--- src/rtl/fbo_pkg.sv ---
// package: pin levels, operation codes and timing for the flash bus host
package fbo_pkg;
  // ----------------------------------------------------------------
  // bus geometry
  // ----------------------------------------------------------------
  localparam int ADDR_W = 20;
  localparam int DATA_W = 8;
  localparam int SECT_LSB = 16;
  // ----------------------------------------------------------------
  // protect address pattern
  // ----------------------------------------------------------------
  localparam int PROT_A6 = 6;
  localparam int PROT_A1 = 1;
  localparam int PROT_A0 = 0;
  // ----------------------------------------------------------------
  // timing
  // ----------------------------------------------------------------
  localparam int CLK_NS = 20;
  localparam int ACC_NS = 120;
  localparam int WR_NS = 50;
  localparam int ACC_CYC = (ACC_NS + CLK_NS - 1) / CLK_NS;
  localparam int WR_CYC = (WR_NS + CLK_NS - 1) / CLK_NS;
  localparam logic [3:0] ACC_CNT = 4'(ACC_CYC);
  localparam logic [3:0] WR_CNT = 4'(WR_CYC);
  // ----------------------------------------------------------------
  // types
  // ----------------------------------------------------------------
  typedef enum logic [2:0] {
    OP_READ,
    OP_WRITE,
    OP_PROTECT,
    OP_UNPROTECT,
    OP_RESET
  } fbo_op_e;

  typedef struct packed {
    fbo_op_e op;
    logic [ADDR_W-1:0] addr;
    logic [DATA_W-1:0] data;
  } fbo_req_s;

  typedef struct packed {
    logic selN;
    logic gateN;
    logic strobeN;
    logic clearN;
    logic highVolt;
  } fbo_ctl_s;
endpackage : fbo_pkg

--- src/rtl/fbo_sync.sv ---
// two-flop synchroniser, one per bit
`timescale 1ns/1ps
`default_nettype none
module fbo_sync #(
  parameter int W = 8
) (
  input wire logic mclk,
  input wire logic sys_rst,
  input wire logic [W-1:0] din,
  output logic [W-1:0] dout
);
  logic [W-1:0] stage1;
  genvar i;
  generate
    for (i = 0; i < W; i++) begin : g_bit
      always_ff @(posedge mclk) begin
        if (sys_rst) begin
          stage1[i] <= 1'b0;
          dout[i] <= 1'b0;
        end else begin
          stage1[i] <= din[i];
          dout[i] <= stage1[i];
        end
      end
    end
  endgenerate
endmodule : fbo_sync
`default_nettype wire

--- src/rtl/fbo_host.sv ---
// host controller driving the flash bus pins
`timescale 1ns/1ps
`default_nettype none
// What this block does
// - reads drive select low, gate low, strobe high; data sampled.
// - writes drive strobe and select low with gate high.
// - protect needs high voltage clear, pattern A6 low A1 high A0 low.
module fbo_host #(
  parameter logic [3:0] ACC = fbo_pkg::ACC_CNT,
  parameter logic [3:0] WR = fbo_pkg::WR_CNT
) (
  input wire logic mclk,
  input wire logic sys_rst,
  input wire fbo_pkg::fbo_req_s req,
  input wire logic reqValid,
  output logic reqReady,
  output logic [fbo_pkg::DATA_W-1:0] rdData,
  output logic rdValid,
  output fbo_pkg::fbo_ctl_s ctl,
  output logic [fbo_pkg::ADDR_W-1:0] addressLines,
  output logic [fbo_pkg::DATA_W-1:0] dataLinesOut,
  output logic dataLinesOe,
  input wire logic [fbo_pkg::DATA_W-1:0] dataLinesIn
);
  import fbo_pkg::*;

  // ----------------------------------------------------------------
  // state
  // ----------------------------------------------------------------
  typedef enum {S_IDLE, S_RD, S_WR, S_RST, S_REL} fbo_state_e;
  fbo_state_e state;
  fbo_state_e next_state;
  logic [3:0] cnt;
  logic [DATA_W-1:0] syncData;
  fbo_op_e curOp;

  fbo_sync #(.W(DATA_W)) u_sync (
    .mclk(mclk),
    .sys_rst(sys_rst),
    .din(dataLinesIn),
    .dout(syncData)
  );

  // ----------------------------------------------------------------
  // decode
  // ----------------------------------------------------------------
  wire take = reqReady && reqValid;
  wire cntDone = (cnt == 4'h0);
  wire isRead = (req.op == OP_READ);
  wire isRst = (req.op == OP_RESET);
  wire isProt = (req.op == OP_PROTECT) || (req.op == OP_UNPROTECT);
  // pattern forced on protect operations
  wire [ADDR_W-1:0] protAddr = {req.addr[ADDR_W-1:PROT_A6+1],
    (req.op == OP_UNPROTECT), req.addr[PROT_A6-1:PROT_A1+1],
    1'b1, 1'b0};
  wire [ADDR_W-1:0] useAddr = isProt ? protAddr : req.addr;

  always_comb begin
    next_state = state;
    case (state)
      S_IDLE: begin
        if (take) begin
          if (isRst) next_state = S_RST;
          else if (isRead) next_state = S_RD;
          else next_state = S_WR;
        end
      end
      S_RD: if (cntDone) next_state = S_REL;
      S_WR: if (cntDone) next_state = S_REL;
      S_RST: if (cntDone) next_state = S_REL;
      S_REL: next_state = S_IDLE;
      default: next_state = S_IDLE;
    endcase
  end

  // ----------------------------------------------------------------
  // sequencing
  // ----------------------------------------------------------------
  always_ff @(posedge mclk) begin
    if (sys_rst) begin
      state <= S_RST;
      cnt <= WR;
      curOp <= OP_RESET;
      reqReady <= 1'b0;
      rdValid <= 1'b0;
      rdData <= 8'h00;
      ctl <= '{selN: 1'b1, gateN: 1'b1, strobeN: 1'b1, clearN: 1'b0,
        highVolt: 1'b0};
      addressLines <= 20'h00000;
      dataLinesOut <= 8'h00;
      dataLinesOe <= 1'b1;
    end else begin
      state <= next_state;
      rdValid <= 1'b0;
      cnt <= cntDone ? 4'h0 : cnt - 4'h1;
      case (state)
        S_IDLE: begin
          if (take) begin
            curOp <= req.op;
            reqReady <= 1'b0;
            addressLines <= useAddr;
            if (isRst) begin
              cnt <= WR;
              ctl.clearN <= 1'b0;
            end else if (isRead) begin
              cnt <= ACC + 4'h2;
              ctl.selN <= 1'b0;
              ctl.gateN <= 1'b0;
            end else begin
              cnt <= WR;
              ctl.selN <= 1'b0;
              ctl.strobeN <= 1'b0;
              ctl.highVolt <= isProt;
              dataLinesOut <= req.data;
              dataLinesOe <= 1'b0;
            end
          end else begin
            reqReady <= 1'b1;
          end
        end
        S_RD: if (cntDone) begin
          rdData <= syncData;
          rdValid <= 1'b1;
          ctl.gateN <= 1'b1;
          ctl.selN <= 1'b1;
        end
        S_WR: if (cntDone) begin
          ctl.strobeN <= 1'b1;
          ctl.selN <= 1'b1;
        end
        S_RST: if (cntDone) ctl.clearN <= 1'b1;
        S_REL: begin
          dataLinesOe <= 1'b1;
          ctl.highVolt <= 1'b0;
          reqReady <= 1'b1;
        end
        default: reqReady <= 1'b0;
      endcase
    end
  end
endmodule : fbo_host
`default_nettype wire

--- config.mk ---
export PLATFORM = sky130hd
export DESIGN_NAME = fbo_host
export DESIGN_NICKNAME = d
export VERILOG_FILES = /design/src/rtl/fbo_pkg.sv /design/src/rtl/fbo_sync.sv /design/src/rtl/fbo_host.sv
export SDC_FILE = /design/constraint.sdc
export NUM_CORES = 1
export LEC_CHECK = 0
export ABC_AREA = 1
export BUFFER_PORTS_ARGS = -buffer_cell sky130_fd_sc_hd__buf_2
export CORE_UTILIZATION = 44
export CTS_BUF_LIST = sky130_fd_sc_hd__clkbuf_16
export CTS_CLUSTER_DIAMETER = 50
export DETAILED_ROUTE_END_ITERATION = 7
export GPL_TIMING_DRIVEN = 0
export PLACE_DENSITY = 0.75
export SKIP_LAST_GASP = 1
export SLEW_MARGIN = 5
export SYNTH_ARGS = -nofsm -noshare
export SYNTH_HDL_FRONTEND = slang
export SYNTH_SLANG_ARGS = --single-unit
--- constraint.sdc ---
create_clock -name mclk -period 1.2 [get_ports mclk]
set_input_delay 0 -clock mclk [delete_from_list [all_inputs] [get_ports mclk]]
set_output_delay 0 -clock mclk [all_outputs]
set_load 0.05 [all_outputs]
After elaboration in Yosys (flattened, before gate mapping)
Index checks and enable logic that the tools add are counted.
W data, S select, Z words.
{"block": "op_classes", "add_sub_neg": 1, "eq_ne": 16, "mux": 31, "n_bitwise": 3, "n_reduce_logical": 21}
{"op": "$eq A32 B2 Y1 const B", "n": 2}
{"op": "$mux W32", "n": 2}
{"op": "$pmux W32 S2", "n": 1}
{"op": "$eq A32 B1 Y1 const B", "n": 1}
{"op": "$eq A32 B3 Y1 const B", "n": 1}
{"op": "$logic_not A32 Y1", "n": 1}
{"op": "$mux W4", "n": 5}
{"op": "$ne A2 B2 Y1 const B", "n": 8}
{"op": "$reduce_and A5 Y1", "n": 3}
{"op": "$reduce_and A4 Y1", "n": 3}
{"op": "$mux W1", "n": 10}
{"op": "$pmux W1 S2", "n": 5}
{"op": "$reduce_bool A2 Y1", "n": 4}
{"op": "$mux W7", "n": 1}
{"op": "$eq A3 B2 Y1 const B", "n": 2}
{"op": "$mux W2", "n": 3}
{"op": "$pmux W1 S3", "n": 2}
{"op": "$reduce_and A2 Y1", "n": 3}
{"op": "$mux W5", "n": 1}
{"op": "$logic_not A4 Y1", "n": 1}
{"op": "$sub A4 B1 Y4 const B", "n": 1}
{"op": "$eq A3 B3 Y1 const B", "n": 1}
{"op": "$logic_not A3 Y1", "n": 1}
{"op": "$mux W3", "n": 1}
{"op": "7 further kinds", "n": 9}
{"block": "word_totals", "ff_bits": 96, "input_bits": 42, "out_inout_bits": 44}

Depth between registers and ports, before layout
{"block": "depth", "word_depth": 6, "mapped_depth": 8, "ltp_nobuf": 7}

Hierarchy
A second synthesis with hierarchy kept.
{"block": "hier_totals", "cells_unflattened": 312, "hier_area_um2": 2466.1}
{"mod": "fbo_host", "instances": 1, "cells_per_inst": 262, "area_each_um2": 1991.9, "seq_area_each_um2": 1021.0}
{"mod": "fbo_sync", "instances": 1, "cells_per_inst": 50, "area_each_um2": 474.2, "seq_area_each_um2": 320.3}

Worst setup path before layout
No wires, ideal clock.
{"block": "synth_timing", "path_kind": "reg-to-reg", "start": "register reqReady", "end": "register ctl[4] in the netlist's numbering", "arrival_ns": 1.499, "path_slack_ns": -0.429, "path_stages_with_launch": 8, "n_path_buf": 0, "path_cell_list": "dfxtp_1 nand2_1 inv_1 nor2_1 nor2_2 nand3_1 nand2_1 nand3_1"}
{"block": "synth_between", "elab_chain_len": 3}
{"item": "start, declared", "line": "fbo_host.sv:16", "source": "output logic reqReady,"}
{"item": "start signal, assigned", "line": "fbo_host.sv:84", "source": "reqReady <= 1'b0;"}
{"item": "start signal, assigned", "line": "fbo_host.sv:100", "source": "reqReady <= 1'b0;"}
{"item": "start signal, assigned", "line": "fbo_host.sv:118", "source": "reqReady <= 1'b1;"}
{"item": "$logic_and A1 B1 Y1", "line": "fbo_host.sv:47", "source": "wire take = reqReady && reqValid;"}
{"item": "$ne A2 B2 Y1 (no line)"}
{"item": "$reduce_and A5 Y1 (no line)"}
{"item": "end signal, assigned", "line": "fbo_host.sv:87", "source": "ctl <= '{selN: 1'b1, gateN: 1'b1, strobeN: 1'b1, clearN: 1'b0,"}
{"item": "end, declared", "line": "fbo_host.sv:19", "source": "output fbo_pkg::fbo_ctl_s ctl,"}
Every way passes these cells.
A chain may end at the register's enable or synchronous reset.

Final worst setup path
{"block": "layout_timing", "start": "register state[0]", "end": "register dataLinesOut[7] in the netlist's numbering"}
{"block": "layout_between", "elab_chain_len": 2}
{"item": "start, declared", "line": "fbo_host.sv:31", "source": "fbo_state_e state;"}
{"item": "start signal, assigned", "line": "fbo_host.sv:93", "source": "state <= next_state;"}
{"item": "$logic_not A32 Y1", "line": "fbo_host.sv:96", "source": "case (state)"}
{"item": "$reduce_and A4 Y1 (no line)"}
{"item": "end signal, assigned", "line": "fbo_host.sv:114", "source": "dataLinesOut <= req.data;"}
{"item": "end, declared", "line": "fbo_host.sv:21", "source": "output logic [fbo_pkg::DATA_W-1:0] dataLinesOut,"}
Every way passes these cells.

==> impl_table.tex <==
\begin{tabular}{lr}
\hline
Metric & Value \\
\hline
\multicolumn{2}{l}{\textbf{Finish}} \\
Most common library cell in the layout ignoring fill and taps & sky130\_fd\_sc\_hd\_\_buf\_2 \\
Total Nets Final & 493 \\
Antenna diode instance count & 0 \\
Filler cell count & 388 \\
Area of all placed cells without fillers & 3910 um\^{}2 \\
Proportion of layout cells with a drive suffix above 1 & 0.371 \\
Area growth from synthesis to final layout & 60.6\% \\
Final Instance Count excl. Fillers & 526 \\
Most frequent cells in the layout & sky130\_fd\_sc\_hd\_\_buf\_2, sky130\_fd\_sc\_hd\_\_dfxtp\_1, sky130\_fd\_sc\_hd\_\_nand2\_1 \\
\multicolumn{2}{l}{\textbf{Clock network}} \\
Clk buf depth & 2 \\
Root Buffer & sky130\_fd\_sc\_hd\_\_clkbuf\_16 \\
Worst-skew pair later-pin latency & 0.33 ns \\
Depth of the CTS H-tree & 3 \\
Number of clock sinks seen by CTS & 67 \\
Inserted Clock Buffers & 9 \\
Clock input transition at the sequential cells of the worst setup and hold paths & 0.06 ns \\
Clock tree from TritonCTS & done \\
\multicolumn{2}{l}{\textbf{Drt}} \\
Detailed router's first-iteration violation count & 125 \\
Total vias in the final route & 2473 \\
Detailed-route vias per instance & 4.70 \\
Final wirelength & 6870 um \\
Detail-routed net length per standard cell & 13.1 um \\
DRC violations left & 0 \\
Count of nets left with antenna violations after detail routing & 0 \\
First-pass iteration count of the detailed router & 4 \\
\multicolumn{2}{l}{\textbf{Power and ir drop}} \\
Leak & 1.98 nW \\
Power per Cell Area & 1380 nW/um\^{}2 \\
Clock power share & 0.486 \\
Seq pwr share & 0.428 \\
Peak ir drop on the vdd network & 0.883 mV \\
Internal power component & 4.11 mW \\
Switching Share & 0.238 \\
Combinational share of power & 0.086 \\
Switch Pwr & 1.29 mW \\
\multicolumn{2}{l}{\textbf{Global routing}} \\
Global-route congestion overflow total & 0 \\
Global-route wire length before repair & 11000 um \\
Initial antenna violation count & 0 \\
Overall fraction of global-route tracks in use & 0.241 \\
Number of global-route vias before repair & 2460 \\
Pin count of the biggest net entering global routing & 14 \\
\multicolumn{2}{l}{\textbf{Placement}} \\
RePlAce Congestion & 0.893 \\
Number of placed instances, taps included & 458 \\
Area of placed instances & 2960 um\^{}2 \\
Port-buffer cells & 84 \\
Detail Placement HPWL & 3750 um \\
\multicolumn{2}{l}{\textbf{STA}} \\
Post-route setup slack & -0.133 ns \\
Upper clock frequency limit & 750 MHz \\
Portion of the clock cycle consumed by the worst path in the final layout & 1.11 \\
Final worst path period need & 1.33 ns \\
Unrepaired setup endpoints after global routing & true \\
Max transition margin & 0.681 \\
Final Hold Vio Count & 0 \\
Worst clock skew & 0.00352 ns \\
Transition time of the tightest slew-check pin & 0.479 ns \\
Slew Limit Fails & 0 \\
Setup violators final & 48 \\
\multicolumn{2}{l}{\textbf{Flow run}} \\
Number of violations of the max-capacitance limit & 0 \\
\multicolumn{2}{l}{\textbf{Die}} \\
Height of the chip & 76.4 um \\
Initial cell density of the core & 0.468 \\
Placeable core area & 5200 um\^{}2 \\
FP Rows & 26 \\
IO Pins & 86 \\
Die width & 76.4 um \\
Total Die Area & 5840 um\^{}2 \\
\multicolumn{2}{l}{\textbf{Logic synthesis}} \\
Post-synthesis cell count & 304 \\
Synth Warn \# & 0 \\
Post-synthesis net count & 346 \\
Number of enable flip-flop cells after synthesis & 0 \\
Number of storage elements in the synthesis netlist & 67 \\
Portion of the post-synthesis area used by sequential elements & 0.551 \\
Synth cell types & 26 \\
Async SR Flop Fraction & 0 \\
Commonest register cell after synthesis & sky130\_fd\_sc\_hd\_\_dfxtp\_1 \\
Mean instance size in the synthesized netlist & 8.01 um\^{}2 \\
Netlist area before placement & 2430 um\^{}2 \\
\multicolumn{2}{l}{\textbf{Setup path}} \\
Setup CP Type & reg2reg \\
Slowest cell delay on critical path & 0.37 ns \\
Data arrival time of the critical path & 1.59 ns \\
Slowest CP cell & sky130\_fd\_sc\_hd\_\_dfxtp\_4 \\
Critical path endpoint category & flop \\
CP Max Fanout & 8 \\
Ordered cell list for the critical path & nor2\_4, nand2\_4, nor2\_8, o21ai\_4, clkinv\_4, nand2\_2, a21oi\_2 \\
Data required time at the worst endpoint & 1.46 ns \\
Startpoint type of the worst setup path & flop \\
\multicolumn{2}{l}{\textbf{Hold path}} \\
Class of the tightest hold or removal check & in2reg \\
\multicolumn{2}{l}{\textbf{Outcome}} \\
Failing checks & negative setup slack \\
Status & finished, violations left \\
\hline
\end{tabular}
==> power by group through the flow <==
| stage | combinational (mW) | sequential [mW] | clock (mW) |
|---|---|---|---|
| 2_1_floorplan | 0.144 | 2.40 | 0 |
| 3_3_place_gp | 0.307 | 2.36 | 0 |
| 3_5_place_dp | 0.313 | 2.36 | 0 |
| 4_1_cts | 0.432 | 2.31 | 2.64 |
| 5_1_grt | 0.506 | 2.31 | 2.74 |
| 6_report | 0.463 | 2.31 | 2.62 |
==> what timing repair did <==
item / 4_1_cts / 5_1_grt
gates cloned: 2 / 0
endpoints found under the setup margin: 49 / 49
hold buffers: 38 / 0
pin swaps: 4 / 5
setup buffers: 10 / 2
gates resized for setup: 20 / 28
endpoints found under the hold margin: 36 / 0
==> registers in the layout, indices dropped and copies added (netlist names) <==
register and cells:
addressLines 20, dataLinesOut 8, rdData 8, u_sync.dout 8, u_sync.stage1 8, ctl 5
cnt 4, state 3, dataLinesOe 1, rdValid 1, reqReady 1
==> layer usage <==
metal  GRT usage  wire, um  part of all wire  up-vias
met4       0.125       127             0.018        0
met1       0.264      2790              0.41     1101
met3      0.0527       402             0.058       16
li1            -         -                 -     1262
met5           0         0                 0        -
met2       0.435      3560              0.52       94
==> metrics by stage <==
| stage | power [mW] | util | setup WS [ns] | setup TNS, ns | hold WS, ns |
|---|---|---|---|---|---|
| floorplan | 2.55 | - | 0.00915 | 0 | 0.103 |
| global placement | 2.66 | 0.569 | -0.150 | -4.90 | 0.187 |
| global route | 5.56 | 0.751 | -0.170 | -5.82 | 0.0655 |
| detailed placement | 2.67 | 0.569 | -0.182 | -6.96 | 0.194 |
| finish | 5.39 | 0.751 | -0.133 | -2.93 | 0.0230 |
| CTS | 5.38 | 0.730 | -0.0718 | -1.96 | 0.0178 |
==> final timing paths <==
kind	startpoint	to	slack, ns	cells after the start
setup reg to reg	state[0]$_SDFFE_PP1P_	dataLinesOut[7]$_SDFFE_PP0P_	-0.13	7
setup / recovery	state[0]$_SDFFE_PP1P_	dataLinesOut[7]$_SDFFE_PP0P_	-0.13	7
hold / removal	req[28]	addressLines[6]$_SDFFE_PP0P_	0.02	3
hold reg to reg	u_sync.stage1[3]$_SDFF_PP0_	u_sync.dout[3]$_SDFF_PP0_	0.40	2
==> Yosys cell counts (2+ instances only) <==
master                    count  area share
sky130_fd_sc_hd__nand2_1     72        0.11
sky130_fd_sc_hd__dfxtp_1     67        0.55
sky130_fd_sc_hd__nor2_1      48       0.074
sky130_fd_sc_hd__nand3_1     30       0.062
sky130_fd_sc_hd__inv_1       25       0.039
sky130_fd_sc_hd__o21ai_0     15       0.031
sky130_fd_sc_hd__a21oi_1     10       0.021
sky130_fd_sc_hd__buf_1        4      0.0062
sky130_fd_sc_hd__inv_2        4      0.0062
sky130_fd_sc_hd__a21oi_2      3       0.011
sky130_fd_sc_hd__nand2_4      3       0.014
sky130_fd_sc_hd__nand4_1      3      0.0077
sky130_fd_sc_hd__a31oi_1      2      0.0051
sky130_fd_sc_hd__buf_2        2      0.0041
sky130_fd_sc_hd__buf_6        2      0.0092
sky130_fd_sc_hd__inv_6        2      0.0072
sky130_fd_sc_hd__nor2_2       2      0.0051
sky130_fd_sc_hd__nor3_1       2      0.0041
==> area by class of cell <==
cell class	instances	area (um^2)	area share
Sequential cell	67	1350	0.346
Multi-Input combinational cell	198	1050	0.270
Timing Repair Buffer	135	927	0.237
Clock buffer	9	225	0.0576
Inverter	31	131	0.0336
Tap cell	70	87.6	0.0224
Clock inverter	7	76.3	0.0195
Buffer	9	53.8	0.0138
==> worst max-delay path: cells and delay by family, from the launching register on <==
kind | cells | cell delay (ns)
simple gates | 4 | 0.50
buf+inv | 1 | 0.11
compound gates | 2 | 0.27
flops | 1 | 0.37
==> cell families (layout without fill, tap and decap cells) <==
family,after synthesis,count (layout),share of synthesized area
simple gates,163,163,0.293
flops,67,67,0.551
compound gates,34,35,0.0827
buf+inv,40,191,0.0730
Note: power is estimated with default switching activity, not from simulation.
